## src/common/imb_pkg.sv

```systemverilog
package imb_pkg;

  // Register indices on the plain register port
  localparam logic [1:0] REG_CTRL   = 2'h0;
  localparam logic [1:0] REG_STATUS = 2'h1;
  localparam logic [1:0] REG_DATA   = 2'h2;
  localparam logic [1:0] REG_RATE   = 2'h3;

  // Control register bit positions
  localparam int CTRL_EN    = 0;
  localparam int CTRL_SEN   = 1;
  localparam int CTRL_RSEN  = 2;
  localparam int CTRL_PEN   = 3;
  localparam int CTRL_ACKEN = 4;
  localparam int CTRL_ACKDT = 5;

  // Status register bit positions
  localparam int STAT_BCL   = 0;
  localparam int STAT_EVT   = 1;
  localparam int STAT_BF    = 2;
  localparam int STAT_SSEEN = 3;
  localparam int STAT_PSEEN = 4;
  localparam int STAT_ACK   = 5;
  localparam int STAT_BUSY  = 6;

  // Widths and counts
  localparam int RATE_W = 7;
  localparam logic [RATE_W-1:0] CNT_ZERO = 7'h00;
  localparam logic [RATE_W-1:0] CNT_ONE  = 7'h01;
  localparam logic [3:0] BITS_BYTE = 4'h9;
  localparam logic [3:0] BITS_ACK  = 4'h1;
  localparam logic [3:0] BITS_ONE  = 4'h1;

  // Sequencer states
  typedef enum logic [3:0] {
    ST_IDLE, ST_S_CNT, ST_S_HOLD, ST_R_SDA, ST_R_SCL, ST_R_CNT, ST_R_HOLD,
    ST_P_LOW, ST_P_SCL, ST_P_CNT, ST_P_SDA, ST_T_LOW, ST_T_REL, ST_T_HIGH
  } imb_state_type;

  // Register port request group
  typedef struct packed {
    logic [1:0] addr;
    logic [7:0] wdata;
    logic       wr;
    logic       rd;
  } imb_req_type;

  // Complete block state
  typedef struct packed {
    logic [1:0]        sda_sy;
    logic [1:0]        scl_sy;
    logic              sda_p;
    logic              scl_p;
    imb_state_type     st;
    logic [RATE_W-1:0] cnt;
    logic [8:0]        sh;
    logic [3:0]        left;
    logic              is_ack;
    logic              en;
    logic              sen;
    logic              rsen;
    logic              pen;
    logic              acken;
    logic              ackdt;
    logic [RATE_W-1:0] rate;
    logic [7:0]        tbuf;
    logic              bcl;
    logic              evt;
    logic              bf;
    logic              s_seen;
    logic              p_seen;
    logic              ackstat;
    logic              hold_scl;
    logic              hold_sda;
    logic              sda_oe;
    logic              scl_oe;
    logic [7:0]        rdata;
  } imb_regs_type;

endpackage

```

## src/imb_master_collision.sv

```systemverilog
// Operation
// - Released one read low is lost arbitration, except the ack bit after a written byte
// - Collision sets flag, returns to idle
// - Byte collision clears full flag, frees lines
// - Sequence collision aborts and clears enables
// - Stop seen after collision sets event
// - New buffer write restarts at first bit
// - Lines low at start means collision
// - Start counts with SDA high, SCL low collides
// - SDA low in start count drives early
// - Second start count ignores SCL, then SCL low
// - Repeated start checks SDA at SCL high
// - SDA falling in repeated count is fine
// - SCL falling before own SDA low collides
// - Repeated start drives SDA, then SCL low
// - Stop drives SDA low, releases SCL, counts
// - SDA low at stop timeout collides
// - SCL low during stop high collides
// - Count suspended until released SCL reads high
// - Disable or reset clears start, stop seen
//
// Our own choices: the register addresses and the plain strobed port.
`timescale 1ns/100ps
module imb_master_collision (
  // Clock, reset, enable
  input  wire logic                clk_in,
  input  wire logic                arst_n_in,
  input  wire logic                ce_in,
  // Register port
  input  wire imb_pkg::imb_req_type req_in,
  output logic [7:0]               rdata_out,
  // Bus pins
  input  wire logic                sda_in,
  input  wire logic                scl_in,
  output logic                     sda_out,
  output logic                     sda_oe_out,
  output logic                     scl_out,
  output logic                     scl_oe_out
);
  import imb_pkg::*;

  imb_regs_type q;
  imb_regs_type n;
  logic [1:0]   rst_sy;
  logic         rst_n;
  logic         col;
  logic         sda_s;
  logic         scl_s;
  logic         tz;
  logic         start_det;
  logic         stop_det;
  logic         ready;
  logic         last;

  // Reset release synchroniser
  always_ff @(posedge clk_in or negedge arst_n_in) begin
    if (!arst_n_in) begin
      rst_sy <= 2'h0;
    end else if (ce_in) begin
      rst_sy <= {rst_sy[0], 1'b1};
    end
  end
  assign rst_n = rst_sy[1];

  // Next-state logic
  always_comb begin
    n = q;
    col = 1'b0;
    // Pin synchronisers, second stage is the only reader of the first
    n.sda_sy = {q.sda_sy[0], sda_in};
    n.scl_sy = {q.scl_sy[0], scl_in};
    sda_s = q.sda_sy[1];
    scl_s = q.scl_sy[1];
    n.sda_p = sda_s;
    n.scl_p = scl_s;
    start_det = scl_s & q.scl_p & q.sda_p & ~sda_s;
    stop_det = scl_s & q.scl_p & ~q.sda_p & sda_s;
    tz = (q.cnt == CNT_ZERO);
    if (!tz) begin
      n.cnt = q.cnt - CNT_ONE;
    end
    ready = q.en & (q.st == ST_IDLE) & ~(q.sen | q.rsen | q.pen | q.acken);
    last = (q.left == BITS_ONE);
    n.rdata = 8'h00;

    // Register reads
    if (req_in.rd) begin
      case (req_in.addr)
        REG_CTRL: n.rdata = {2'h0, q.ackdt, q.acken, q.pen, q.rsen, q.sen, q.en};
        REG_STATUS: n.rdata = {1'b0, ~ready, q.ackstat, q.p_seen, q.s_seen,
                               q.bf, q.evt, q.bcl};
        REG_DATA: n.rdata = q.tbuf;
        default: n.rdata = {1'b0, q.rate};
      endcase
    end

    // Register writes
    if (req_in.wr) begin
      case (req_in.addr)
        REG_CTRL: begin
          n.en = req_in.wdata[CTRL_EN];
          n.ackdt = req_in.wdata[CTRL_ACKDT];
          if (ready) begin
            n.sen = req_in.wdata[CTRL_SEN];
            n.rsen = req_in.wdata[CTRL_RSEN];
            n.pen = req_in.wdata[CTRL_PEN];
            n.acken = req_in.wdata[CTRL_ACKEN];
          end
        end
        REG_STATUS: begin
          if (req_in.wdata[STAT_BCL]) n.bcl = 1'b0;
          if (req_in.wdata[STAT_EVT]) n.evt = 1'b0;
        end
        REG_DATA: begin
          if (ready) begin
            n.tbuf = req_in.wdata;
            n.bf = 1'b1;
            n.sh = {req_in.wdata, 1'b1};
            n.left = BITS_BYTE;
            n.is_ack = 1'b0;
            n.hold_sda = 1'b0;
            n.cnt = q.rate;
            n.st = ST_T_LOW;
          end
        end
        default: n.rate = req_in.wdata[RATE_W-1:0];
      endcase
    end

    // Sequencer
    case (q.st)
      ST_IDLE: begin
        if (q.en && q.sen) begin
          if (!sda_s || !scl_s) begin
            col = 1'b1;
          end else begin
            n.cnt = q.rate;
            n.st = ST_S_CNT;
          end
        end else if (q.en && q.rsen) begin
          n.cnt = q.rate;
          n.st = ST_R_SDA;
        end else if (q.en && q.pen) begin
          n.st = ST_P_LOW;
        end else if (q.en && q.acken) begin
          n.sh = {q.ackdt, 8'h00};
          n.left = BITS_ACK;
          n.is_ack = 1'b1;
          n.cnt = q.rate;
          n.st = ST_T_LOW;
        end
      end
      ST_S_CNT: begin
        if (!scl_s && sda_s) begin
          col = 1'b1;
        end else if (!sda_s || tz) begin
          n.cnt = q.rate;
          n.st = ST_S_HOLD;
        end
      end
      ST_S_HOLD: begin
        if (tz) begin
          n.hold_sda = 1'b1;
          n.hold_scl = 1'b1;
          n.sen = 1'b0;
          n.evt = 1'b1;
          n.st = ST_IDLE;
        end
      end
      ST_R_SDA: begin
        if (!sda_s) begin
          n.cnt = q.rate;
        end else if (tz) begin
          n.st = ST_R_SCL;
        end
      end
      ST_R_SCL: begin
        n.cnt = q.rate;
        if (scl_s) begin
          if (!sda_s) begin
            col = 1'b1;
          end else begin
            n.st = ST_R_CNT;
          end
        end
      end
      ST_R_CNT: begin
        if (!scl_s) begin
          col = 1'b1;
        end else if (tz) begin
          n.cnt = q.rate;
          n.st = ST_R_HOLD;
        end
      end
      ST_R_HOLD: begin
        if (tz) begin
          n.hold_sda = 1'b1;
          n.hold_scl = 1'b1;
          n.rsen = 1'b0;
          n.evt = 1'b1;
          n.st = ST_IDLE;
        end
      end
      ST_P_LOW: begin
        n.cnt = q.rate;
        if (!sda_s) begin
          n.st = ST_P_SCL;
        end
      end
      ST_P_SCL: begin
        n.cnt = q.rate;
        if (scl_s) begin
          n.st = ST_P_CNT;
        end
      end
      ST_P_CNT: begin
        if (!scl_s) begin
          col = 1'b1;
        end else if (tz) begin
          n.cnt = q.rate;
          n.st = ST_P_SDA;
        end
      end
      ST_P_SDA: begin
        if (tz) begin
          if (!sda_s) begin
            col = 1'b1;
          end else begin
            n.hold_sda = 1'b0;
            n.hold_scl = 1'b0;
            n.pen = 1'b0;
            n.evt = 1'b1;
            n.st = ST_IDLE;
          end
        end
      end
      ST_T_LOW: begin
        if (tz) begin
          n.st = ST_T_REL;
        end
      end
      ST_T_REL: begin
        n.cnt = q.rate;
        if (scl_s) begin
          n.st = ST_T_HIGH;
        end
      end
      ST_T_HIGH: begin
        if (q.sh[8] && !sda_s && !(last && !q.is_ack)) begin
          col = 1'b1;
        end else if (tz) begin
          if (last && !q.is_ack) begin
            n.ackstat = sda_s;
          end
          n.sh = {q.sh[7:0], 1'b0};
          n.left = q.left - BITS_ONE;
          n.cnt = q.rate;
          n.st = ST_T_LOW;
          if (last) begin
            n.bf = 1'b0;
            n.acken = 1'b0;
            n.hold_scl = 1'b1;
            n.evt = 1'b1;
            n.st = ST_IDLE;
          end
        end
      end
      default: n.st = ST_IDLE;
    endcase

    // Collision abort
    if (col) begin
      n.bcl = 1'b1;
      n.st = ST_IDLE;
      n.bf = 1'b0;
      n.hold_sda = 1'b0;
      n.hold_scl = 1'b0;
      n.sen = 1'b0;
      n.rsen = 1'b0;
      n.pen = 1'b0;
      n.acken = 1'b0;
    end

    // Bus monitor keeps running after a collision
    if (start_det) begin
      n.s_seen = 1'b1;
      n.p_seen = 1'b0;
    end
    if (stop_det) begin
      n.p_seen = 1'b1;
      n.s_seen = 1'b0;
      n.evt = 1'b1;
    end
    if (!q.en) begin
      n.s_seen = 1'b0;
      n.p_seen = 1'b0;
      n.st = ST_IDLE;
      n.hold_sda = 1'b0;
      n.hold_scl = 1'b0;
    end

    // Pin drivers from the next state, as {sda, scl} pull-low enables
    case (n.st)
      ST_IDLE: {n.sda_oe, n.scl_oe} = {n.hold_sda, n.hold_scl};
      ST_S_HOLD, ST_R_HOLD, ST_P_SCL, ST_P_CNT: {n.sda_oe, n.scl_oe} = 2'h2;
      ST_R_SDA: {n.sda_oe, n.scl_oe} = 2'h1;
      ST_P_LOW: {n.sda_oe, n.scl_oe} = 2'h3;
      ST_T_LOW: {n.sda_oe, n.scl_oe} = {~n.sh[8], 1'b1};
      ST_T_REL, ST_T_HIGH: {n.sda_oe, n.scl_oe} = {~n.sh[8], 1'b0};
      default: {n.sda_oe, n.scl_oe} = 2'h0;
    endcase
  end

  // State register, frozen while the clock enable is low
  always_ff @(posedge clk_in or negedge rst_n) begin
    if (!rst_n) begin
      q <= '0;
    end else if (ce_in) begin
      q <= n;
    end
  end

  // Outputs; open-drain pins only ever pull low
  assign rdata_out = q.rdata;
  assign sda_out = 1'b0;
  assign scl_out = 1'b0;
  assign sda_oe_out = q.sda_oe;
  assign scl_oe_out = q.scl_oe;

  // Checks
  a_lost_bit: assert property (@(posedge clk_in) disable iff (!rst_n)
    ce_in && q.st == ST_T_HIGH && q.sh[8] && !q.sda_sy[1] && !last
    |=> q.bcl && q.st == ST_IDLE)
    else $error("lost bit not flagged");
  a_col_idle: assert property (@(posedge clk_in) disable iff (!rst_n)
    ce_in && col |=> q.st == ST_IDLE && q.bcl)
    else $error("collision not returned to idle");
  a_col_release: assert property (@(posedge clk_in) disable iff (!rst_n)
    ce_in && col |=> !q.bf && !q.sda_oe && !q.scl_oe)
    else $error("collision left lines or full flag");
  a_col_seq: assert property (@(posedge clk_in) disable iff (!rst_n)
    ce_in && col && !(req_in.wr && req_in.addr == REG_CTRL)
    |=> !(q.sen || q.rsen || q.pen || q.acken))
    else $error("sequence enables survive collision");
  a_stop_event: assert property (@(posedge clk_in) disable iff (!rst_n)
    ce_in && q.en && stop_det |=> q.evt && q.p_seen)
    else $error("stop on bus not signalled");
  a_start_busy: assert property (@(posedge clk_in) disable iff (!rst_n)
    ce_in && q.en && q.st == ST_IDLE && q.sen && !(q.sda_sy[1] && q.scl_sy[1])
    |=> q.bcl && !q.sen)
    else $error("start on busy bus not aborted");
  a_start_early: assert property (@(posedge clk_in) disable iff (!rst_n)
    ce_in && q.en && q.st == ST_S_CNT && !q.sda_sy[1] && q.scl_sy[1]
    |=> q.st == ST_S_HOLD && q.sda_oe)
    else $error("start not driven early");
  a_rs_scl: assert property (@(posedge clk_in) disable iff (!rst_n)
    ce_in && q.st == ST_R_CNT && !q.scl_sy[1] |=> q.bcl)
    else $error("repeated start clock loss missed");
  a_scl_wait: assert property (@(posedge clk_in) disable iff (!rst_n)
    ce_in && q.en && q.st == ST_T_REL && !q.scl_sy[1] |=> q.cnt == q.rate && q.st == ST_T_REL)
    else $error("count ran while clock held low");
  a_seen_clear: assert property (@(posedge clk_in) disable iff (!rst_n)
    ce_in && !q.en |=> !q.s_seen && !q.p_seen)
    else $error("seen bits not cleared while disabled");

endmodule // imb_master_collision

```

## config.mk

```make
export PLATFORM = sky130hd
export DESIGN_NAME = imb_master_collision
export DESIGN_NICKNAME = d
export VERILOG_FILES = /design/src/common/imb_pkg.sv /design/src/imb_master_collision.sv
export SDC_FILE = /design/constraint.sdc
export NUM_CORES = 1
export LEC_CHECK = 0
export ABC_CLOCK_PERIOD_IN_PS = 3000
export BUFFER_PORTS_ARGS = -buffer_cell sky130_fd_sc_hd__buf_2
export CAP_MARGIN = 20
export CELL_PAD_IN_SITES_DETAIL_PLACEMENT = 1
export CELL_PAD_IN_SITES_GLOBAL_PLACEMENT = 1
export CORE_UTILIZATION = 35
export DETAILED_ROUTE_END_ITERATION = 7
export PLACE_DENSITY_LB_ADDON = 0.1
export SLEW_MARGIN = 20
export SYNTH_ARGS = -nofsm -noshare
export SYNTH_HDL_FRONTEND = slang
export SYNTH_SLANG_ARGS = --single-unit
```

## constraint.sdc

```tcl
create_clock -name clk_in -period 3 [get_ports clk_in]
set_clock_uncertainty 0.15 [all_clocks]
set_input_delay 0.3 -clock clk_in [delete_from_list [all_inputs] [get_ports clk_in]]
set_output_delay 0.3 -clock clk_in [all_outputs]
set_load 0.02 [all_outputs]
```

* Yosys cells after proc, flatten, opt, wreduce, memory -nomap -nowiden
Cells that the tools add are included.
** Word-level totals
- Bits in registers :: 72
- Output and inout port bits :: 12
- Logic and storage cells :: 207
** Operators by class
- $add $sub $neg :: 2
- Equality and inequality tests :: 26
- Mux-type cells :: 100
- Bitwise operators :: 17
- Reduce and logical (&&, ||, !) cells :: 33
** Operators by type and width (count)
- two-way mux 11 bit :: 9
- two-way mux 25 bit :: 3
- two-way mux 4 bit :: 17
- one-hot mux 4 bit (13 select lines) :: 1
- two-way mux 49 bit :: 1
- one-hot mux 7 bit (7 select lines) :: 1
- two-way mux 24 bit :: 2
- == test 4 bit (second input constant) :: 11
- two-way mux 1 bit :: 37
- two-way mux 14 bit :: 2
- one-hot mux 13 bit (2 select lines) :: 1
- == test 4 x 3 -> 1 bit (second input constant) :: 6
- two-way mux 2 bit :: 12
- two-way mux 8 bit :: 3
- one-hot mux 8 bit (3 select lines) :: 1
- two-way mux 21 bit :: 1
- two-way mux 7 bit :: 3
- == test 4 x 2 -> 1 bit (second input constant) :: 4
- one-hot mux 2 bit (6 select lines) :: 1
- == test 4 x 1 -> 1 bit (second input constant) :: 2
- logical AND 1 bit :: 8
- logical NOT 4 bit :: 2
- AND reduction 4 bit :: 2
- OR reduction 4 bit :: 2
- 22 further kinds :: 46

* Longest topological paths before layout
Gate-level depths: netlist of the first run.
- Depth after elaboration :: 18
- Mapped depth :: 11

* Least setup slack after synthesis of the first run
OpenSTA, ideal clock, no wires.
- Kind :: register -> register
- From :: register q[53] (netlist name)
- To :: register q, in the netlist sda_oe_out
- Arrival :: 2.566 ns
- Slack :: 0.165 ns
- Cell stages (with the launch flop) :: 12
- Path buffers :: 1
- Period minus slack after synthesis :: 2.835 ns
- Path through :: dfrtp_1 inv_1 ha_1 nor3b_1 nand3_1 or3_1 o211a_2 o311a_1 buf_6 o2bb2ai_1 a31o_2 o21a_1
** Between the ends
- Longest elaborated chain between the ends :: 10
- Elaborated cells between the ends (all ways) :: 40
- Those cells by class :: eq/ne (9); mux (25); bitwise (1); reduce/logical (5)
** Ends and longest elaborated chain
- start, declared :: line imb_master_collision.sv:42 : imb_regs_type q;
- start signal, assigned :: line imb_master_collision.sv:319 : q <= n;
- logical NOT 7 bit * :: line imb_master_collision.sv:78 : tz = (q.cnt == CNT_ZERO);
- logical OR 1 bit :: line imb_master_collision.sv:156 : end else if (!sda_s || tz) begin
- two-way mux 11 bit :: line imb_master_collision.sv:156
- two-way mux 11 bit :: line imb_master_collision.sv:154 : if (!scl_s && sda_s) begin
- one-hot mux 4 bit (13 select lines) :: line imb_master_collision.sv:131 : case (q.st)
- two-way mux 4 bit :: line imb_master_collision.sv:272 : if (col) begin
- two-way mux 4 bit :: line imb_master_collision.sv:294 : if (!q.en) begin
- == test 4 x 2 -> 1 bit (tied with other cells) :: line imb_master_collision.sv:303 : case (n.st)
- OR reduction 4 bit / OR reduction 2 bit (equally long branches) :: line imb_master_collision.sv:303
- one-hot mux 2 bit (6 select lines) * :: line imb_master_collision.sv:303
Mark *: on every way between the ends. The rest lies on a longest branch, timed or not.
A chain may end at the register's enable or synchronous reset.

* Final worst setup path of the first run
- From :: register q[40] (netlist name)
- To :: register q, in the netlist sda_oe_out
** Between the ends
- Longest elaborated chain between the ends :: 11
- Elaborated cells between the ends (all ways) :: 29
- Those cells by class :: eq/ne (10); mux (12); bitwise (1); reduce/logical (6)
** Ends and longest elaborated chain
- == test 4 x 1 -> 1 bit * :: line imb_master_collision.sv:83 : last = (q.left == BITS_ONE);
- logical AND 1 bit :: line imb_master_collision.sv:249 : if (q.sh[8] && !sda_s && !(last && !q.is_ack)) begin
- logical NOT 1 bit :: line imb_master_collision.sv:249
- logical AND 1 bit :: line imb_master_collision.sv:249
- two-way mux 24 bit / two-way mux 1 bit (equally long branches) :: line imb_master_collision.sv:249
- one-hot mux 4 bit (13 select lines) / one-hot mux 1 bit (6 select lines) (equally long branches) :: line imb_master_collision.sv:131
- two-way mux 4 bit :: line imb_master_collision.sv:272
- two-way mux 4 bit :: line imb_master_collision.sv:294
- == test 4 x 2 -> 1 bit (tied with other cells) :: line imb_master_collision.sv:303
- OR reduction 4 bit / OR reduction 2 bit (equally long branches) :: line imb_master_collision.sv:303
- one-hot mux 2 bit (6 select lines) * :: line imb_master_collision.sv:303
Marked as above.

==> summary.md, run 1 <==
| Metric | Value |
|---|---|
| Drt drc | `2` |
| Htree depth | `3` |
| Horiz. Die Dim | `115 µm` |
| Starting density of the core | `35.8%` |
| Clock buffer depth | `2` |
| DRT iter0 DRCs | `216` |
| Peak supply drop | `0.461 mV` |
| Via Count | `4161` |
| Hold WC Path Type | `input port to register` |
| Leak pwr | `2.25 nW` |
| Layout area overhead | `17.4%` |
| Post-synth EDFFs | `0` |
| Min Tclk post-route | `2.88 ns` |
| Clock Sinks | `72` |
| Routed vias/inst | `5.72` |
| Worst endpoint required time | `3.09 ns` |
| GR peak layer | `met2` |
| Fillcell total | `1477` |
| Max_cap viols | `0` |
| M3 GR Usage | `5.39%` |
| Avg Cell Area, Syn | `8.67 µm²` |
| Arrival @ worst endpoint | `2.97 ns` |
| Drt total wl | `14.8 mm` |
| Synth top area cells | `dfrtp_1 (40%), nand2_1 (6.1%), o21ai_0 (5.3%), mux2_2 (4.0%), a21oi_1 (3.4%)` |
| Critical path, cell by cell | `ha_1, nor4b_2, buf_4, or3_1, a311o_1, o211a_4, o311a_1, o2bb2ai_1, a31o_2, o21a_1` |
| Grt met1 use | `32.1%` |
| Post-synthesis cell area | `0.00450 mm²` |
| F_max | `347 MHz` |
| ANT cells | `0` |
| Pre-antenna DRT Iters | `6` |
| Congestion Overflow GR | `0` |
| Synth Warn # | `0` |
| Final core occ | `42.1%` |
| Cell Count, Final, Fillers Out | `727` |
| Root Driver | `clkbuf_16` |
| RSZ-0062 raised after global routing | `false` |
| CTS tree | `built` |
| Cell with the most instances after synthesis | `nand2_1` |
| Die area | `0.0133 mm²` |
| GR Util met2 | `38.7%` |
| CTS buffer count | `9` |
| Critical Path Start Type | `register` |
| Dpl cells | `710` |
| Count of pins over their slew limit | `0` |
| Share of cells above drive strength 1 | `22.0%` |
| CP max stage cell | `dfrtp_1` |
| Top-Level Pins | `29` |
| Vias in the first global route | `4268` |
| Worst setup EP type | `register` |
| First-pass GRT wire length | `23.8 mm` |
| Top-area cell type share of the netlist area | `40.0%` |
| Post-detail-place hpwl | `10.7 mm` |
| Measured slew at the worst slew-check pin | `0.615 ns` |
| Largest net degree at the start of global routing | `47` |
| Hold Vio Cnt, Final | `0` |
| Site Rows | `41` |
| Die H | `115 µm` |
| Power Density | `881 mW/mm²` |
| Post-synth top flop | `dfrtp_1` |
| Fin crit share | `95.9%` |
| Total track usage | `24.1%` |
| IO Port Bufs | `26` |
| GP Congestion | `0.820` |
| Failing checks | `DRC` |
| CTS clk-pin slew, worst paths | `0.06 ns` |
| Core area | `0.0126 mm²` |
| Sequential area share after synthesis | `40.0%` |
| #FFs+latches synth | `72` |
| Fin nets | `570` |
| Post-synth ARST share | `100%` |
| Synth Instances | `519` |
| Post-synth top cells | `nand2_1 (73), dfrtp_1 (72), o21ai_0 (48)` |
| Worst rel slew slack | `59.0%` |
| Final Setup Violations | `0` |
| Crit Path Max Fanout | `8` |
| Leading area contributor after synthesis | `dfrtp_1` |
| Crit Path Class | `register to register` |
| Crit-path max cell delay | `0.42 ns` |
| Outcome | `complete, but fails checks` |
| Initial antenna violation count | `0` |
| Worst-skew pair later-pin latency | `0.35 ns` |
| Antenna viol nets, final | `0` |
| Distinct cells, synth | `69` |
| Drt wl/cell | `20.4 µm` |
## power by group
group	switching [W]	internal, W
clock	0.000459	0.000671
sequential	0.000281	0.00126
combinational	0.00115	0.000829
## cell usage in the layout, fill, tap and decap left out, types with 3 or more instances in the layout
cell,n
a221oi_1,7
buf_4,33
nor2b_1,10
mux2_2,16
a22oi_1,5
o22ai_1,3
clkbuf_16,9
o31ai_1,3
mux4_2,6
o211ai_1,9
nand4_1,5
mux2i_1,3
or3_1,5
xor2_1,3
dfrtp_1,71
xnor2_1,4
inv_1,25
nand2_1,73
nor3_1,12
a21oi_1,31
buf_2,26
a211oi_1,3
o21ai_0,48
a222oi_1,4
nand3_1,17
nand3b_1,4
nor2_1,35
nand2b_1,6
a31oi_1,11
## cell type report
class	count	area, µm²	share of cell area (%)
Inverter	26	97.6	1.85
Sequential cell	72	1810	34.2
Multi-Input combinational cell	380	2460	46.6
Timing Repair Buffer	61	399	7.55
Clock buffer	10	239	4.52
Clock inverter	6	67.6	1.28
Tap cell	172	215	4.07
## final timing paths
path	from	to	slack, ns	cells past startpoint
worst max-delay path	q[40]	sda_oe_out	0.12	10
worst min-delay path	req_in[9]	q[25]	0.03	3
worst max register to register	q[40]	sda_oe_out	0.12	10
worst min register to register	rst_sy[1]	q[63]	0.18	0
max in group asynchronous	rst_sy[1]	q[18]	1.71	1
min in group asynchronous	arst_n_in	rst_sy[0]	0.12	2
## layer usage
layer,part of all wire (%),wire (µm)
met5,0,0
met1,47,6920
met3,3.9,584
met4,2.2,322
met2,47,7020
## repair_timing
item | in CTS | in global routing
hold buffers | 1 | 0
resized for setup | 2 | 13
buffers inserted | 0 | 0
hold endpoints to repair | 2 | 0
setup endpoints to repair | 1 | 6
pin swaps | 0 | 3
## state kept, by name (all words and copies together) (netlist names)
name        count
q              56
rdata_out       8
n               4
rst_sy          2
scl_oe_out      1
sda_oe_out      1
## logic make-up after synthesis
family / after synthesis / synth area share [%]
AOI/OAI and AO/OA: 155 / 22.4
xor gates and xnor gates: 7 / 1.36
adders and majority gates: 3 / 0.834
buffers and inverters: 68 / 6.84
DFF: 72 / 40.0
muxes: 25 / 7.67
other: 1 / 0.0833
and+or+nand+nor: 188 / 20.8
## worst max-delay path: cells and delay by family (launching register included)
family	cells	cell delay, ns
compound gates	6	1.31
simple gates	2	0.50
flops	1	0.42
fa+ha+maj	1	0.24
buf+inv	1	0.15
## through the flow
stage	setup TNS, ns	cell area, µm²	setup slack [ns]	total power, W	hold WS, ns
after floorplan	0	4510	0.165	0.00284	-0.146
after global placement	0	4900	0.122	0.00340	-0.0660
after detailed placement	-0.00143	4900	-0.00143	0.00344	-0.0625
after CTS	0	5220	0.0893	0.00460	0.0333
after global routing	0	5290	0.00883	0.00499	0.0236
final	0	5290	0.122	0.00466	0.0343
No activity file was read; power rests on OpenSTA's default activity.
==> inputs of run 2 (changes only) <==
- PLACE_DENSITY_LB_ADDON: 0.1 -> 0.25
==> summary.md, run 2 (same netlist as run 1, synthesis figures left out) <==
| Metric | Value |
|---|---|
| Outcome | `finished clean` |
| F_max | `352 MHz` |
| Vias in the first global route | `4218` |
| DRT iter0 DRCs | `193` |
| Starting density of the core | `35.8%` |
| Crit Path Class | `register to register` |
| Clock buffer depth | `2` |
| Measured slew at the worst slew-check pin | `0.650 ns` |
| Met1 Wirelength | `6.70 mm` |
| Total track usage | `23.4%` |
| Count of pins over their slew limit | `0` |
| GP Congestion | `0.891` |
| Hold WC Path Type | `input port to register` |
| Die area | `0.0133 mm²` |
| CP max stage cell | `or3b_4` |
| Drt total wl | `14.4 mm` |
| IO Port Bufs | `26` |
| Crit-path most repeated cell | `a21boi_1` |
| Critical Path Start Type | `register` |
| Biggest register | `q` |
| Power Density | `896 mW/mm²` |
| Family with the most delay on the worst path | `simple AND/OR/NAND/NOR gates` |
| Drt wl/cell | `19.8 µm` |
| CTS tree | `built` |
| RSZ-0062 raised after global routing | `false` |
| Max_cap viols | `0` |
| Worst endpoint required time | `3.13 ns` |
| Via Count | `4096` |
| First-pass GRT wire length | `23.3 mm` |
| CP bufs+invs | `1` |
| Final Setup Violations | `0` |
| Total Power | `0.00476 W` |
| Horiz. Die Dim | `115 µm` |
| Share of cells above drive strength 1 | `21.9%` |
| Crit Path Max Fanout | `6` |
| Layout area overhead | `17.9%` |
| Fin nets | `571` |
| Initial antenna violation count | `0` |
| Fin crit share | `94.8%` |
| Largest register FFs | `56` |
| Routed vias/inst | `5.63` |
| ANT cells | `0` |
| Post-detail-place hpwl | `10.6 mm` |
| Root Driver | `clkbuf_16` |
| Arrival @ worst endpoint | `2.98 ns` |
| Commonest non-fill, non-tap cells in the layout | `nand2_1 (73), dfrtp_1 (71), o21ai_0 (46)` |
| Congestion Overflow GR | `0` |
| Clock Sinks | `72` |
| Metal3 WL | `522 µm` |
| Worst-skew pair later-pin latency | `0.34 ns` |
| Site Rows | `41` |
| Final core occ | `42.2%` |
| Hold Vio Cnt, Final | `0` |
| Met2 WL post-DR | `6.92 mm` |
| CTS clk-pin slew, worst paths | `0.06 ns` |
| Top layer in use | `met4` |
| CTS buffer count | `9` |
| Crit-path max cell delay | `0.48 ns` |
| Drt drc | `0` |
| Final worst slack | `0.156 ns` |
| Die H | `115 µm` |
| Worst setup EP type | `register` |
| Critical path, cell by cell | `inv_1, ha_2, or3b_4, nor3_4, nor3_1, nor4_2, a21boi_1, or3_1, a21boi_1, o21a_1` |
| Place WS | `-0.0462 ns` |
| Htree depth | `3` |
| Core area | `0.0126 mm²` |
| Leak pwr | `2.26 nW` |
| Antenna viol nets, final | `0` |
| Top-Level Pins | `29` |
| Pre-antenna DRT Iters | `5` |
| Commonest non-fill, non-tap cell in the layout | `nand2_1` |
| Largest net degree at the start of global routing | `32` |
| WHS | `0.0375 ns` |
| Worst rel slew slack | `56.6%` |
| Min Tclk post-route | `2.84 ns` |
| Peak supply drop | `0.484 mV` |
## run 2: routing by layer
| layer | up-vias | GRT usage [%] |
|---|---|---|
| li1 | 1926 | - |
| met1 | 2063 | 31.5 |
| met2 | 82 | 37.6 |
| met3 | 25 | 4.08 |
| met4 | 0 | 9.00 |
| met5 | - | 0 |
## run 2: path summary, 6_finish.rpt
path	start	to	slack [ns]	cells after the start
max in group asynchronous	rst_sy[1]	q[56]	1.80	1
hold reg to reg	rst_sy[1]	q[41]	0.15	0
min in group asynchronous	arst_n_in	rst_sy[1]	0.12	2
setup reg to reg	q[54]	sda_oe_out	0.16	10
hold / removal	sda_in	n[69]	0.04	2
setup / recovery	q[54]	sda_oe_out	0.16	10
## run 2: where the power goes
group          leakage, nW  internal (W)  total [W]  switching (W)
Combinational         1.23      0.000830    0.00202        0.00119
Clock                0.157      0.000738    0.00120       0.000459
Sequential           0.872       0.00126    0.00154       0.000275
Total                 2.26       0.00283    0.00476        0.00192
## run 2: stage by stage
stage | cells | instance area [µm²] | setup TNS, ns
after floorplan | 520 | 4510 | 0
after global placement | 710 | 4900 | 0
after detailed placement | 710 | 4900 | -0.0462
after CTS | 727 | 5250 | 0
after global routing | 728 | 5310 | 0
final | 728 | 5310 | 0
## run 2: repair_timing
action,in CTS,in global routing
endpoints found under the setup margin,1,4
endpoints found under the hold margin,2,0
pin swaps,0,1
resized for setup,2,13
hold buffers,1,0
cloned,0,0
buffers inserted,0,1
## run 2: layout make-up
type	instances	area, µm²
Tap cell	172	215
Sequential cell	72	1800
Timing Repair Buffer	62	403
Multi-Input combinational cell	380	2460
Fill cell	1508	7260
Inverter	26	97.6
Clock buffer	9	225
Clock inverter	7	103
==> inputs of run 3 (changes only) <==
- BUFFER_PORTS_ARGS: -buffer_cell sky130_fd_sc_hd__buf_2 -> not set
- DONT_BUFFER_PORTS: not set -> 1
==> summary.md, run 3 (same netlist as run 1, synthesis figures left out) <==
| Metric | Value |
|---|---|
| Horiz. Die Dim | `115 µm` |
| IO Port Bufs | `0` |
| Commonest non-fill, non-tap cells in the layout | `nand2_1 (73), dfrtp_1 (71), o21ai_0 (48)` |
| Fin crit share | `95.4%` |
| F_max | `349 MHz` |
| Worst rel slew slack | `63.5%` |
| Reg2reg start | `q[41]` |
| Biggest register | `q` |
| First-pass GRT wire length | `24.1 mm` |
| Fin nets | `551` |
| Critical path depth in cells | `11` |
| WHS Endpoint | `q[41]` |
| CP bufs+invs | `2` |
| Postcts setup bufs | `0` |
| Via Count | `4160` |
| ANT cells | `0` |
| Hold depth | `2` |
| Layout area overhead | `16.9%` |
| Starting density of the core | `35.8%` |
| Critical path, cell by cell | `inv_1, ha_1, nor4b_1, buf_4, o211ai_1, a32o_1, a221oi_4, nand3_1, a31o_2, a31oi_1, o21a_1` |
| Critical Path Start Type | `register` |
| CTS clk-pin slew, worst paths | `0.06 ns` |
| Final worst slack | `0.138 ns` |
| Share of cells above drive strength 1 | `16.1%` |
| Family with the most delay on the worst path | `compound AO/OA/AOI/OAI gates` |
| Fillcell total | `1478` |
| GP Congestion | `0.912` |
| Largest net degree at the start of global routing | `53` |
| HP Start | `ce_in` |
| Core area | `0.0126 mm²` |
| FF-to-FF End | `sda_oe_out` |
| WHS | `0.0210 ns` |
| Place WS | `-0.0370 ns` |
| DRT iter0 DRCs | `225` |
| RSZ-0062 raised after global routing | `false` |
| Arrival @ worst endpoint | `3.00 ns` |
| Drt wl/cell | `20.9 µm` |
| Die H | `115 µm` |
| Clock buffer depth | `2` |
| Crit-path max cell delay | `0.39 ns` |
| Total track usage | `24.2%` |
| Congestion Overflow GR | `0` |
| Total Power | `0.00468 W` |
| Reg2Reg Depth | `11` |
| Peak supply drop | `0.486 mV` |
| Reg2Reg Setup Slack | `0.14 ns` |
| Final Setup Violations | `0` |
| Measured slew at the worst slew-check pin | `0.543 ns` |
| Min Tclk post-route | `2.86 ns` |
| Htree depth | `3` |
| Leak pwr | `2.17 nW` |
| Hold Vio Cnt, Final | `0` |
| Vias in the first global route | `4273` |
| Largest register FFs | `56` |
| Post-detail-place hpwl | `10.3 mm` |
| Site Rows | `41` |
| Power Density | `890 mW/mm²` |
| Worst-skew pair later-pin latency | `0.35 ns` |
| Initial antenna violation count | `0` |
| Top-Level Pins | `29` |
| Pre-antenna DRT Iters | `7` |
| Worst setup EP type | `register` |
| Antenna viol nets, final | `0` |
| Drt drc | `0` |
| Die area | `0.0133 mm²` |
| Clock Sinks | `72` |
| Count of pins over their slew limit | `0` |
| Crit Path Max Fanout | `4` |
| Outcome | `finished clean` |
| Hold WC Path Type | `input port to register` |
| Root Driver | `clkbuf_16` |
| CTS tree | `built` |
| Final core occ | `41.9%` |
| Commonest non-fill, non-tap cell in the layout | `nand2_1` |
| CTS buffer count | `9` |
| Drt total wl | `14.8 mm` |
| Max_cap viols | `0` |
| Routed vias/inst | `5.88` |
| Crit Path Class | `register to register` |
| CP max stage cell | `dfrtp_1` |
| Worst endpoint required time | `3.14 ns` |
run 3: timing repair:
| item | CTS | global route |
|---|---|---|
| hold buffers | 14 | 0 |
| hold endpoints to repair | 60 | 0 |
| resized for setup | 2 | 6 |
| pin swaps | 0 | 1 |
| endpoints found under the setup margin | 1 | 4 |
run 3: power breakdown:
| part | switching (W) | internal (W) | leakage [nW] |
|---|---|---|---|
| sequential | 0.000309 | 0.00126 | 0.872 |
| combinational | 0.00111 | 0.000794 | 1.14 |
| clock | 0.000433 | 0.000772 | 0.158 |
| total | 0.00185 | 0.00283 | 2.17 |
run 3: worst reg2reg max path, stage by stage (launching register included):
cell and delay [ns]:
dfrtp_1 0.39, inv_1 0.09, ha_1 0.16, nor4b_1 0.27, buf_4 0.19, o211ai_1 0.13, a32o_1 0.33, a221oi_4 0.31
nand3_1 0.18, a31o_2 0.29, a31oi_1 0.16, o21a_1 0.13
run 3: stage by stage:
stage | TNS [ns] | instances | instance area, µm²
2_1_floorplan | 0 | 520 | 4510
3_3_place_gp | 0 | 678 | 4740
3_5_place_dp | -0.0370 | 678 | 4740
4_1_cts | 0 | 707 | 5220
5_1_grt | 0 | 707 | 5260
6_report | 0 | 707 | 5260
run 3: layout make-up:
cell class | instances | area, µm² | share of cell area, %
Multi-Input combinational cell | 380 | 2440 | 46.4
Sequential cell | 72 | 1810 | 34.3
Timing Repair Buffer | 42 | 373 | 7.09
Clock buffer | 11 | 253 | 4.80
Tap cell | 172 | 215 | 4.09
Inverter | 26 | 97.6 | 1.85
Clock inverter | 4 | 76.3 | 1.45
run 3: worst max path at each step:
stage,start,end
after floorplan,q[53],sda_oe_out
after global placement,q[54],sda_oe_out
after detailed placement,q[54],sda_oe_out
after CTS,q[54],sda_oe_out
after global routing,q[54],sda_oe_out
final,q[41],sda_oe_out
run 3: per-layer routing:
layer / vias up / routed length [µm] / track usage [%]
met2: 112 / 7040 / 38.6
li1: 1910 / - / -
met4: 0 / 410 / 9.61
met5: - / 0 / 0
met1: 2110 / 6730 / 32.6
met3: 28 / 610 / 4.50
